==> src/design/sipdc_defs.svh <==
// Offsets, field positions, reset values and timing counts of the
// power-down sequencer. Assumes an 8-bit register port.
`ifndef SIPDC_DEFS_SVH
`define SIPDC_DEFS_SVH

// ----------------------------------------------------------------
// Register offsets
// ----------------------------------------------------------------
`define SIPDC_OFS_STOP_KEY 8'hFB
`define SIPDC_OFS_CLKDIV 8'hD4
`define SIPDC_OFS_STAB 8'hD5
`define SIPDC_OFS_INTEN 8'hD6
`define SIPDC_OFS_STATUS 8'hD7
`define SIPDC_OFS_P0IEN 8'hE2
`define SIPDC_OFS_P0PND 8'hE4

// ----------------------------------------------------------------
// Fields, codes and reset values
// ----------------------------------------------------------------
`define SIPDC_DIV_LSB 3
`define SIPDC_DIV_MSB 4
`define SIPDC_DIV_RST 2'h0
`define SIPDC_KEY_RST 8'h00
`define SIPDC_KEY_VALUE 8'hA5
`define SIPDC_OP_STOP 8'h7F
`define SIPDC_OP_IDLE 8'h6F
`define SIPDC_RESET_VECTOR 16'h0100
`define SIPDC_STAB_RST 8'h03
`define SIPDC_BYTE_RST 8'h00

// ----------------------------------------------------------------
// Timing
// ----------------------------------------------------------------
`define SIPDC_CLK_NS 20
`define SIPDC_STAB_TICK_NS 5120
`define SIPDC_STAB_TICK_CYC (`SIPDC_STAB_TICK_NS / `SIPDC_CLK_NS)

`endif

==> src/design/sipdc_pkg.sv <==
// Types shared by the power-down sequencer.
// Assumes nothing beyond a SystemVerilog compiler.
package sipdc_pkg;

   typedef enum logic [1:0] {
      SIPDC_RUN,
      SIPDC_IDLE,
      SIPDC_STOP,
      SIPDC_WARM
   } sipdc_state_type;

endpackage

==> src/design/sipdc_ctrl.sv <==
// Stop/idle power-down sequencer of an 8-bit microcontroller core.
// Assumes the CPU reports each executed opcode with a one-cycle strobe
// and that clk is the reference the oscillator gate derives from.
//
// Design decisions made here: the strobed register port and the register addresses.
`include "sipdc_defs.svh"

// What this block does
// Stop opcode halts CPU and peripherals and stops the main oscillator.
// Register contents are held unchanged while stopped.
// Stop ends only through reset or a qualifying interrupt.
// Reset releases stop, control registers default, data kept.
// Any reset clears the clock divider field to divide-by-sixteen.
// Reset wake waits the stabilization interval, then fetches at 0100H.
// Filtered port-0 external interrupt pins can wake from stop.
// Interrupt exit from stop changes only the stop key register.
// Stabilization length is programmable; software sets it before stop.
// Interrupt exit from stop keeps the clock divider selection.
// Interrupt wake is serviced first, then execution resumes after.
// Enabled internal interrupts end stop like external ones.
// Software writes the key just before stop and follows with NOPs.
// Oscillator input is clamped to ground while stopped.
// Idle opcode gates only the CPU clock; peripherals keep running.
// Port pin directions hold as they were when idle began.
// Reset during idle defaults controls and selects divide-by-sixteen.
// With all interrupts masked only reset releases idle.
// Enabled interrupt releases idle and keeps the divider selection.
// Stop opcode without the key in place has no effect.
// Wake request is combinational from enabled pending sources.
module sipdc_ctrl (
   input wire logic clk,                 // Main reference clock
   input wire logic nrst,                // Synchronous reset, active low
   input wire logic [7:0] regAddr,       // Register address
   input wire logic [7:0] regWdata,      // Register write data
   input wire logic regWr,               // Register write strobe
   input wire logic regRd,               // Register read strobe
   output logic [7:0] regRdata,          // Read data, cycle after strobe
   input wire logic opValid,             // CPU executed an opcode
   input wire logic [7:0] opCode,        // That opcode
   input wire logic [7:0] port0ExtIrq,   // Port-0 interrupt pins
   input wire logic [7:0] intIrq,        // Internal interrupt requests
   output logic wakeReq,                 // Combinational wake request
   output logic oscEnable,               // Main oscillator runs
   output logic xinClamp,                // Oscillator input tied to ground
   output logic cpuClkEn,                // CPU clock gate
   output logic periphClkEn,             // Peripheral clock gate
   output logic portDirHold,             // Freeze port directions
   output logic [1:0] clkDivSel,         // Clock divider selection
   output logic fetchStart,              // Pulse: fetch at reset vector
   output logic [15:0] fetchVector,      // Reset vector address
   output logic irqServe                 // Pulse: service wake interrupt
);

   // ----------------------------------------------------------------
   // Declarations
   // ----------------------------------------------------------------
   sipdc_pkg::sipdc_state_type st;
   logic [7:0] stopKey;
   logic [1:0] clkDiv;
   logic [7:0] stab;
   logic [7:0] intEn;
   logic [7:0] p0Ien;
   logic [7:0] p0Pend;
   logic [7:0] p0S1, p0S2, p0S3, p0Flt;
   logic [7:0] p0Chg;
   logic [15:0] warmCnt;
   logic fromRst;
   logic stopCmd, idleCmd, warmDone;
   logic wrKey, wrPnd;
   logic [7:0] p0Hit;
   logic [10:0] sinceRst;
   logic [15:0] rstWarmLen;

   // Warm-up length in cycles is (stab + 1) ticks
   function automatic logic [15:0] stabCycles(input logic [7:0] sel);
      logic [15:0] n;
      n = 16'({8'h00, sel} + 16'h0001) * 16'(`SIPDC_STAB_TICK_CYC);
      return n - 16'h0001;
   endfunction

   // ----------------------------------------------------------------
   // Port-0 pin filter and wake request
   // ----------------------------------------------------------------
   always_ff @(posedge clk) begin
      p0S1 <= port0ExtIrq;
      p0S2 <= p0S1;
      p0S3 <= p0S2;
   end

   // A level change counts only once the last two stages agree
   assign p0Chg = ~(p0S2 ^ p0S3) & (p0Flt ^ p0S3);

   always_ff @(posedge clk) begin
      if (!nrst) begin
         p0Flt <= `SIPDC_BYTE_RST;
      end else begin
         p0Flt <= p0Flt ^ p0Chg;
      end
   end

   // No clock is assumed here so the oscillator can restart from it
   assign wakeReq = |(p0Pend & p0Ien) | |(intIrq & intEn);

   // ----------------------------------------------------------------
   // Sequencer
   // ----------------------------------------------------------------
   assign stopCmd = opValid && opCode == `SIPDC_OP_STOP
      && stopKey == `SIPDC_KEY_VALUE;
   assign idleCmd = opValid && opCode == `SIPDC_OP_IDLE;
   assign warmDone = st == sipdc_pkg::SIPDC_WARM && warmCnt == 16'h0000;

   always_ff @(posedge clk) begin
      if (!nrst) begin
         // Any reset ends in a full warm-up before the vector fetch
         st <= sipdc_pkg::SIPDC_WARM;
         fromRst <= 1'b1;
         warmCnt <= stabCycles(`SIPDC_STAB_RST);
      end else begin
         unique case (st)
            sipdc_pkg::SIPDC_RUN: begin
               if (stopCmd) begin
                  st <= sipdc_pkg::SIPDC_STOP;
               end else if (idleCmd) begin
                  st <= sipdc_pkg::SIPDC_IDLE;
               end
            end
            sipdc_pkg::SIPDC_IDLE: begin
               // Masked sources never raise wakeReq
               if (wakeReq) begin
                  st <= sipdc_pkg::SIPDC_RUN;
               end
            end
            sipdc_pkg::SIPDC_STOP: begin
               if (wakeReq) begin
                  st <= sipdc_pkg::SIPDC_WARM;
                  fromRst <= 1'b0;
                  warmCnt <= stabCycles(stab);
               end
            end
            sipdc_pkg::SIPDC_WARM: begin
               if (warmCnt == 16'h0000) begin
                  st <= sipdc_pkg::SIPDC_RUN;
               end else begin
                  warmCnt <= warmCnt - 16'h0001;
               end
            end
         endcase
      end
   end

   always_ff @(posedge clk) begin
      if (!nrst) begin
         fetchStart <= 1'b0;
         irqServe <= 1'b0;
      end else begin
         fetchStart <= warmDone && fromRst;
         // CPU takes the vector, and its return resumes after the opcode
         irqServe <= (warmDone && !fromRst)
            || (st == sipdc_pkg::SIPDC_IDLE && wakeReq);
      end
   end

   assign fetchVector = `SIPDC_RESET_VECTOR;
   assign oscEnable = st != sipdc_pkg::SIPDC_STOP;
   assign xinClamp = st == sipdc_pkg::SIPDC_STOP;
   assign cpuClkEn = st == sipdc_pkg::SIPDC_RUN;
   assign periphClkEn = st != sipdc_pkg::SIPDC_STOP;
   assign portDirHold = st != sipdc_pkg::SIPDC_RUN;
   assign clkDivSel = clkDiv;

   // ----------------------------------------------------------------
   // Registers
   // ----------------------------------------------------------------
   // Writes land only while the CPU runs, so no write moves a register when stopped
   assign wrKey = regWr && cpuClkEn && regAddr == `SIPDC_OFS_STOP_KEY;
   assign wrPnd = regWr && cpuClkEn && regAddr == `SIPDC_OFS_P0PND;

   always_ff @(posedge clk) begin
      if (!nrst) begin
         stopKey <= `SIPDC_KEY_RST;
      end else if (st == sipdc_pkg::SIPDC_STOP && wakeReq) begin
         stopKey <= `SIPDC_KEY_RST;
      end else if (wrKey) begin
         stopKey <= regWdata;
      end
   end

   always_ff @(posedge clk) begin
      if (!nrst) begin
         clkDiv <= `SIPDC_DIV_RST;
      end else if (regWr && cpuClkEn && regAddr == `SIPDC_OFS_CLKDIV) begin
         // Wake paths never touch it, so the old clock resumes
         clkDiv <= regWdata[`SIPDC_DIV_MSB:`SIPDC_DIV_LSB];
      end
   end

   always_ff @(posedge clk) begin
      if (!nrst) begin
         stab <= `SIPDC_STAB_RST;
         intEn <= `SIPDC_BYTE_RST;
         p0Ien <= `SIPDC_BYTE_RST;
      end else if (regWr && cpuClkEn) begin
         if (regAddr == `SIPDC_OFS_STAB) begin
            stab <= regWdata;
         end
         if (regAddr == `SIPDC_OFS_INTEN) begin
            intEn <= regWdata;
         end
         if (regAddr == `SIPDC_OFS_P0IEN) begin
            p0Ien <= regWdata;
         end
      end
   end

   // Only enabled pins can latch a request
   assign p0Hit = p0Chg & p0Ien;

   // Write 0 clears a pending bit; a same-cycle edge wins over the clear
   always_ff @(posedge clk) begin
      if (!nrst) begin
         p0Pend <= `SIPDC_BYTE_RST;
      end else begin
         p0Pend <= ((wrPnd ? (p0Pend & regWdata) : p0Pend)
            | p0Hit);
      end
   end

   always_ff @(posedge clk) begin
      if (!nrst) begin
         regRdata <= `SIPDC_BYTE_RST;
      end else if (regRd) begin
         unique case (regAddr)
            `SIPDC_OFS_STOP_KEY: regRdata <= stopKey;
            `SIPDC_OFS_CLKDIV: regRdata <= {3'h0, clkDiv, 3'h0};
            `SIPDC_OFS_STAB: regRdata <= stab;
            `SIPDC_OFS_INTEN: regRdata <= intEn;
            `SIPDC_OFS_STATUS: regRdata <= {5'h00, fromRst, st};
            `SIPDC_OFS_P0IEN: regRdata <= p0Ien;
            `SIPDC_OFS_P0PND: regRdata <= p0Pend;
            default: regRdata <= `SIPDC_BYTE_RST;
         endcase
      end else begin
         regRdata <= `SIPDC_BYTE_RST;
      end
   end

   // ----------------------------------------------------------------
   // Assertions
   // ----------------------------------------------------------------
   // Cycles since reset release, saturating, so the long reset
   // warm-up is checked against a count instead of a long delay
   always_ff @(posedge clk) begin
      if (!nrst) begin
         sinceRst <= 11'h000;
      end else if (sinceRst != 11'h7FF) begin
         sinceRst <= sinceRst + 11'h001;
      end
   end

   assign rstWarmLen = stabCycles(`SIPDC_STAB_RST) + 16'h0001;
endmodule

==> config.mk <==
export PLATFORM = sky130hd
export DESIGN_NAME = sipdc_ctrl
export DESIGN_NICKNAME = d
export VERILOG_FILES = /design/src/design/sipdc_pkg.sv /design/src/design/sipdc_ctrl.sv
export VERILOG_INCLUDE_DIRS = /design/src /design/src/design
export SDC_FILE = /design/constraint.sdc
export NUM_CORES = 1
export LEC_CHECK = 0
export BUFFER_PORTS_ARGS = -buffer_cell sky130_fd_sc_hd__buf_2
export CORE_MARGIN = 1.5
export CORE_UTILIZATION = 25
export CTS_CLUSTER_SIZE = 20
export DETAILED_ROUTE_END_ITERATION = 10
export HOLD_SLACK_MARGIN = 0.12
export REMOVE_ABC_BUFFERS = 1
export SETUP_SLACK_MARGIN = 0.5
export SLEW_MARGIN = 20
export SYNTH_ARGS = -nofsm -noshare
export SYNTH_HDL_FRONTEND = slang
export SYNTH_SLANG_ARGS = --single-unit
==> constraint.sdc <==
create_clock -name clk -period 3.09 [get_ports clk]
set_input_delay 0.927 -clock clk [delete_from_list [all_inputs] [get_ports clk]]
set_output_delay 0.927 -clock clk [all_outputs]
set_load 0.1 [all_outputs]
# Word-level counts from Yosys, hierarchy flattened
# Cells that the tools add are included.
# classes
n_addsub,3
n_eq_ne,19
n_mux,11
n_bitwise,12
n_reduce_logical,28
# ops
operator,n
"== test 8 bit, second input constant",8
case mux 8 bit (7 select lines),1
bitwise AND 8 bit,5
two-way mux 16 bit,2
case mux 16 bit (2 select lines),1
"subtractor 16 x 1 -> 16 bit, second input constant",2
XOR 8 bit,3
"== test 8 x 7 -> 1 bit, second input constant",2
zero test 16 bit,1
OR reduction 8 bit,2
logical AND 1 bit,12
two-way mux 2 bit,5
AND reduction 2 bit,5
"adder 8 x 1 -> 8 bit, second input constant",1
two-way mux 8 bit,1
"!= test 2 bit, second input constant",4
inverter 8 bit,1
bitwise OR 8 bit,1
case mux 2 bit (4 select lines),1
"== test 2 bit, second input constant",2
AND reduction 4 bit,1
nonzero test 2 bit,2
"!= test 3 x 1 -> 1 bit, second input constant",1
AND reduction 3 bit,1
other kinds (8),8
# word_totals
ff_bits,103
input_bits,45
out_inout_bits,34
elab_cells,89

# Longest topological paths before layout
# depth
ltp_word,5
ltp_mapped,9
mapped_depth_nobuf,8

# Worst setup path before layout
# No wires, ideal clock.
# synth_path
path_type,register -> output
from,reg st[1]
to,out portDirHold
arrival_time_ns,2.695
required_ns,2.163
path_slack_ns,-0.532
path_stages_with_launch,3
n_path_buf,0
cell_sequence,dfxtp_1 nor2_1 inv_1
# synth_via
elab_chain_cells,1
# synth_lines
element,line_no,source
"start, declared",sipdc_ctrl.sv:57,sipdc_pkg::sipdc_state_type st;
"start signal, assigned",sipdc_ctrl.sv:115,st <= sipdc_pkg::SIPDC_WARM;
"start signal, assigned",sipdc_ctrl.sv:122,st <= sipdc_pkg::SIPDC_STOP;
"start signal, assigned",sipdc_ctrl.sv:124,st <= sipdc_pkg::SIPDC_IDLE;
nonzero test 2 bit,sipdc_ctrl.sv:168,assign portDirHold = st != sipdc_pkg::SIPDC_RUN;
"end, declared",sipdc_ctrl.sv:47,"output logic portDirHold,"
# No other way between the ends.

# Final worst setup path
# layout_path
from,in intIrq[0]
to,out wakeReq
# layout_via
elab_chain_cells,3
# layout_lines
element,line_no,source
"start, declared",sipdc_ctrl.sv:41,"input wire logic [7:0] intIrq,"
bitwise AND 8 bit,sipdc_ctrl.sv:102,assign wakeReq = |(p0Pend & p0Ien) | |(intIrq & intEn);
OR reduction 8 bit,sipdc_ctrl.sv:102,
bitwise OR 1 bit,sipdc_ctrl.sv:102,
"end, declared",sipdc_ctrl.sv:42,"output logic wakeReq,"
# No other way between the ends.

==> results by group <==
Status
  – Outcome: finished with violations
  – Failing checks: DRC

Finish
  – Final core utilization: 31.0%
  – # diodes: 0
  – Final net count: 667
  – Share of post-route cells with drive strength above 1: 18.5%
  – Fillers: 1954
  – Final Cell Area: 5620 µm²
  – Synthesis-to-finish area growth: 20.3%

Place
  – GPL Wtd Cong: 0.834
  – Post-DP HPWL: 9.40 mm
  – Cell Area, Placed: 5230 µm²
  – Pre-CTS WS: 83.6 ps
  – Port-buffer cells: 62

Yosys
  – Post-synth top cells: dfxtp_1 (103), nand2_1 (78), a21oi_1 (55)
  – Top-count cell post-synth: dfxtp_1
  – Synth unique cells: 61
  – Mean Syn Cell Area: 8.45 µm²
  – Fraction of registers with async set or reset after synthesis: 0%
  – Leading area contributor after synthesis: dfxtp_1
  – Most area-consuming cells after synthesis: dfxtp_1 (44%), nand2_1 (6.3%), a21oi_1 (5.9%)
  – Ys Warns: 0
  – Register area share after synthesis: 44.1%
  – Synthesized cell area: 4670 µm²
  – Post-synthesis register bit count: 103
  – Cells after Synth: 553
  – EDFF count, synth: 0
  – Top_reg_cell synth: dfxtp_1
  – Top cell type's share of synthesized area: 44.1%

Critical path
  – Startpoint types: input port
  – CP max FO: 2
  – Worst path bufs/invs: 3
  – CP Data Arrival Time: 1870 ps
  – Reg-to-Reg Start: warmCnt[2]$_SDFFE_PN1P_
  – Cell Chain, Critical Path: buf_6, a22o_1, a221oi_2, nand4_1, buf_6, buf_12
  – Slowest stage delay, CP: 210 ps
  – Req. time, crit path: 2160 ps
  – Crit Path Class: in -> out
  – Crit end category: primary output
  – Cell mode on critical path: buf_6
  – Cell at the slowest stage of the critical path: a22o_1
  – Crit path max-delay family: buffers and inverters
  – Crit path launch: intIrq[0]

Timing
  – Setup violators final: 0
  – Normalized max-slew margin: 62.5%
  – Final Critical Period: 2800 ps
  – Slew @ Worst Pin: 561 ps
  – Period utilization: 90.6%
  – Final count of pins violating max slew: 0
  – Final hold vios: 0
  – RSZ-0062 raised after global routing: true
  – Fin Setup TNS: 0 ps
  – Clk_skew: 12.5 ps
  – Fmax: 0.357 GHz
  – Final WS setup: 291 ps

Drt
  – Vias per inst: 4.91
  – Drt initial violations: 339
  – Routed via count: 4185
  – DR WL/cell: 15.2 µm
  – Initial DRT Pass Iterations: 8
  – # DRC: 6
  – Post-detailed-route count of antenna-violating nets: 0
  – Final wirelength: 12.9 mm

CTS
  – CTS buffer count: 9
  – Clock Pin Slew Worst Setup and Hold Paths: 70 ps
  – Root Driver: clkbuf_16
  – CTS tree: yes
  – Longest Clk Path Bufs: 2
  – Clock Latency Late Sink: 350 ps
  – Hold Buf Count CTS: 0
  – Setup bufs post-CTS: 0
  – Num Clock Sinks: 103
  – H-tree Lvls: 3

Die
  – Die area: 19500 µm²
  – Initial Util: 25.7%
  – Chip width: 140 µm
  – Row cnt: 49
  – Core area: 18100 µm²
  – # IOs: 79
  – Die Ht: 140 µm

Global route
  – Vias in the first global route: 3805
  – Antenna violations before repair: 0
  – Largest net degree at the start of global routing: 41
  – Tot GR Track Use: 13.3%
  – Global-route wire length before repair: 20.6 mm
  – Congestion Overflow GR: 0

Pwr
  – Total Power: 2.80 mW
  – Peak supply drop: 259 µV
  – PwrDens: 499 nW/µm²
  – Leakage power: 2.14 nW

Worst hold path
  – Hold Crit Class: reg -> reg
  – Hold Crit Start: p0S1[3]$_DFF_P_

Run
  – Max_cap viols: 0
==> sequential cells by signal (all words and copies together) (netlist names), named ones only <==
name,flops
warmCnt,16
intEn,8
p0Ien,8
p0Pend,8
p0S1,8
p0S2,8
p0S3,8
regRdata,8
stab,8
stopKey,8
clkDivSel,2
st,2
fetchStart,1
fromRst,1
irqServe,1
==> cell usage in the layout, fill, tap and decap left out, types with 10 or more instances in the layout <==
cell type and n:
a22oi_1 16, nor3_1 10, dfxtp_1 102, a21oi_1 55, buf_2 57, o21ai_0 36
nand3_1 25, buf_4 16, nand2_1 78, mux2i_1 20, nor2_1 48, conb_1 16
==> worst paths after layout <==
kind                                      endpoint  slack (ps)  cells past startpoint
worst max-delay path                       wakeReq         290                      6
worst min-delay path               p0S2[3]$_DFF_P_         330                      0
worst max register to register  st[0]$_SDFFE_PN1P_         830                      5
worst min register to register     p0S2[3]$_DFF_P_         330                      0
==> final cells by class <==
| type | count | area [µm²] | share of cell area, % |
|---|---|---|---|
| Clock buffer | 11 | 253 | 4.50 |
| Sequential cell | 103 | 2060 | 36.7 |
| Timing Repair Buffer | 79 | 474 | 8.44 |
| Tap cell | 229 | 287 | 5.10 |
| Inverter | 8 | 30.0 | 0.535 |
| Clock inverter | 5 | 70.1 | 1.25 |
| Multi-Input combinational cell | 417 | 2440 | 43.4 |
==> logic make-up after synthesis <==
group / synth area share (%)
AO/OA/AOI/OAI: 19.5
XOR/XNOR: 3.00
adder cells (fa/ha/maj): 1.07
buffers and inverters: 5.38
flip-flops: 44.1
multiplexers: 5.01
other: 0.161
AND/OR/NAND/NOR: 21.8
==> through the flow <==
step	std cells	hold slack (ps)
2_1_floorplan	528	310
3_3_place_gp	836	311
3_5_place_dp	836	313
4_1_cts	852	330
5_1_grt	852	333
6_report	852	326
==> power breakdown <==
part,switching (mW),internal (mW)
clock network,0.535,0.689
logic,0.157,0.0475
registers,0.0202,1.35
total,0.712,2.09
==> timing repair <==
action	CTS	global route
pin swaps	2	2
endpoints found under the setup margin	5	11
endpoints found under the hold margin	0	0
gates resized for setup	10	5
==> routing by layer <==
layer  track usage [%]  vias up  part of all wire [%]
met4              4.10        0                   2.5
met1              18.6     1957                    48
met2              20.6      134                    44
met5                 0        -                     0
met3              2.79       19                   6.1
li1                  -     2075                     -
No activity file was read; power rests on OpenSTA's default activity.
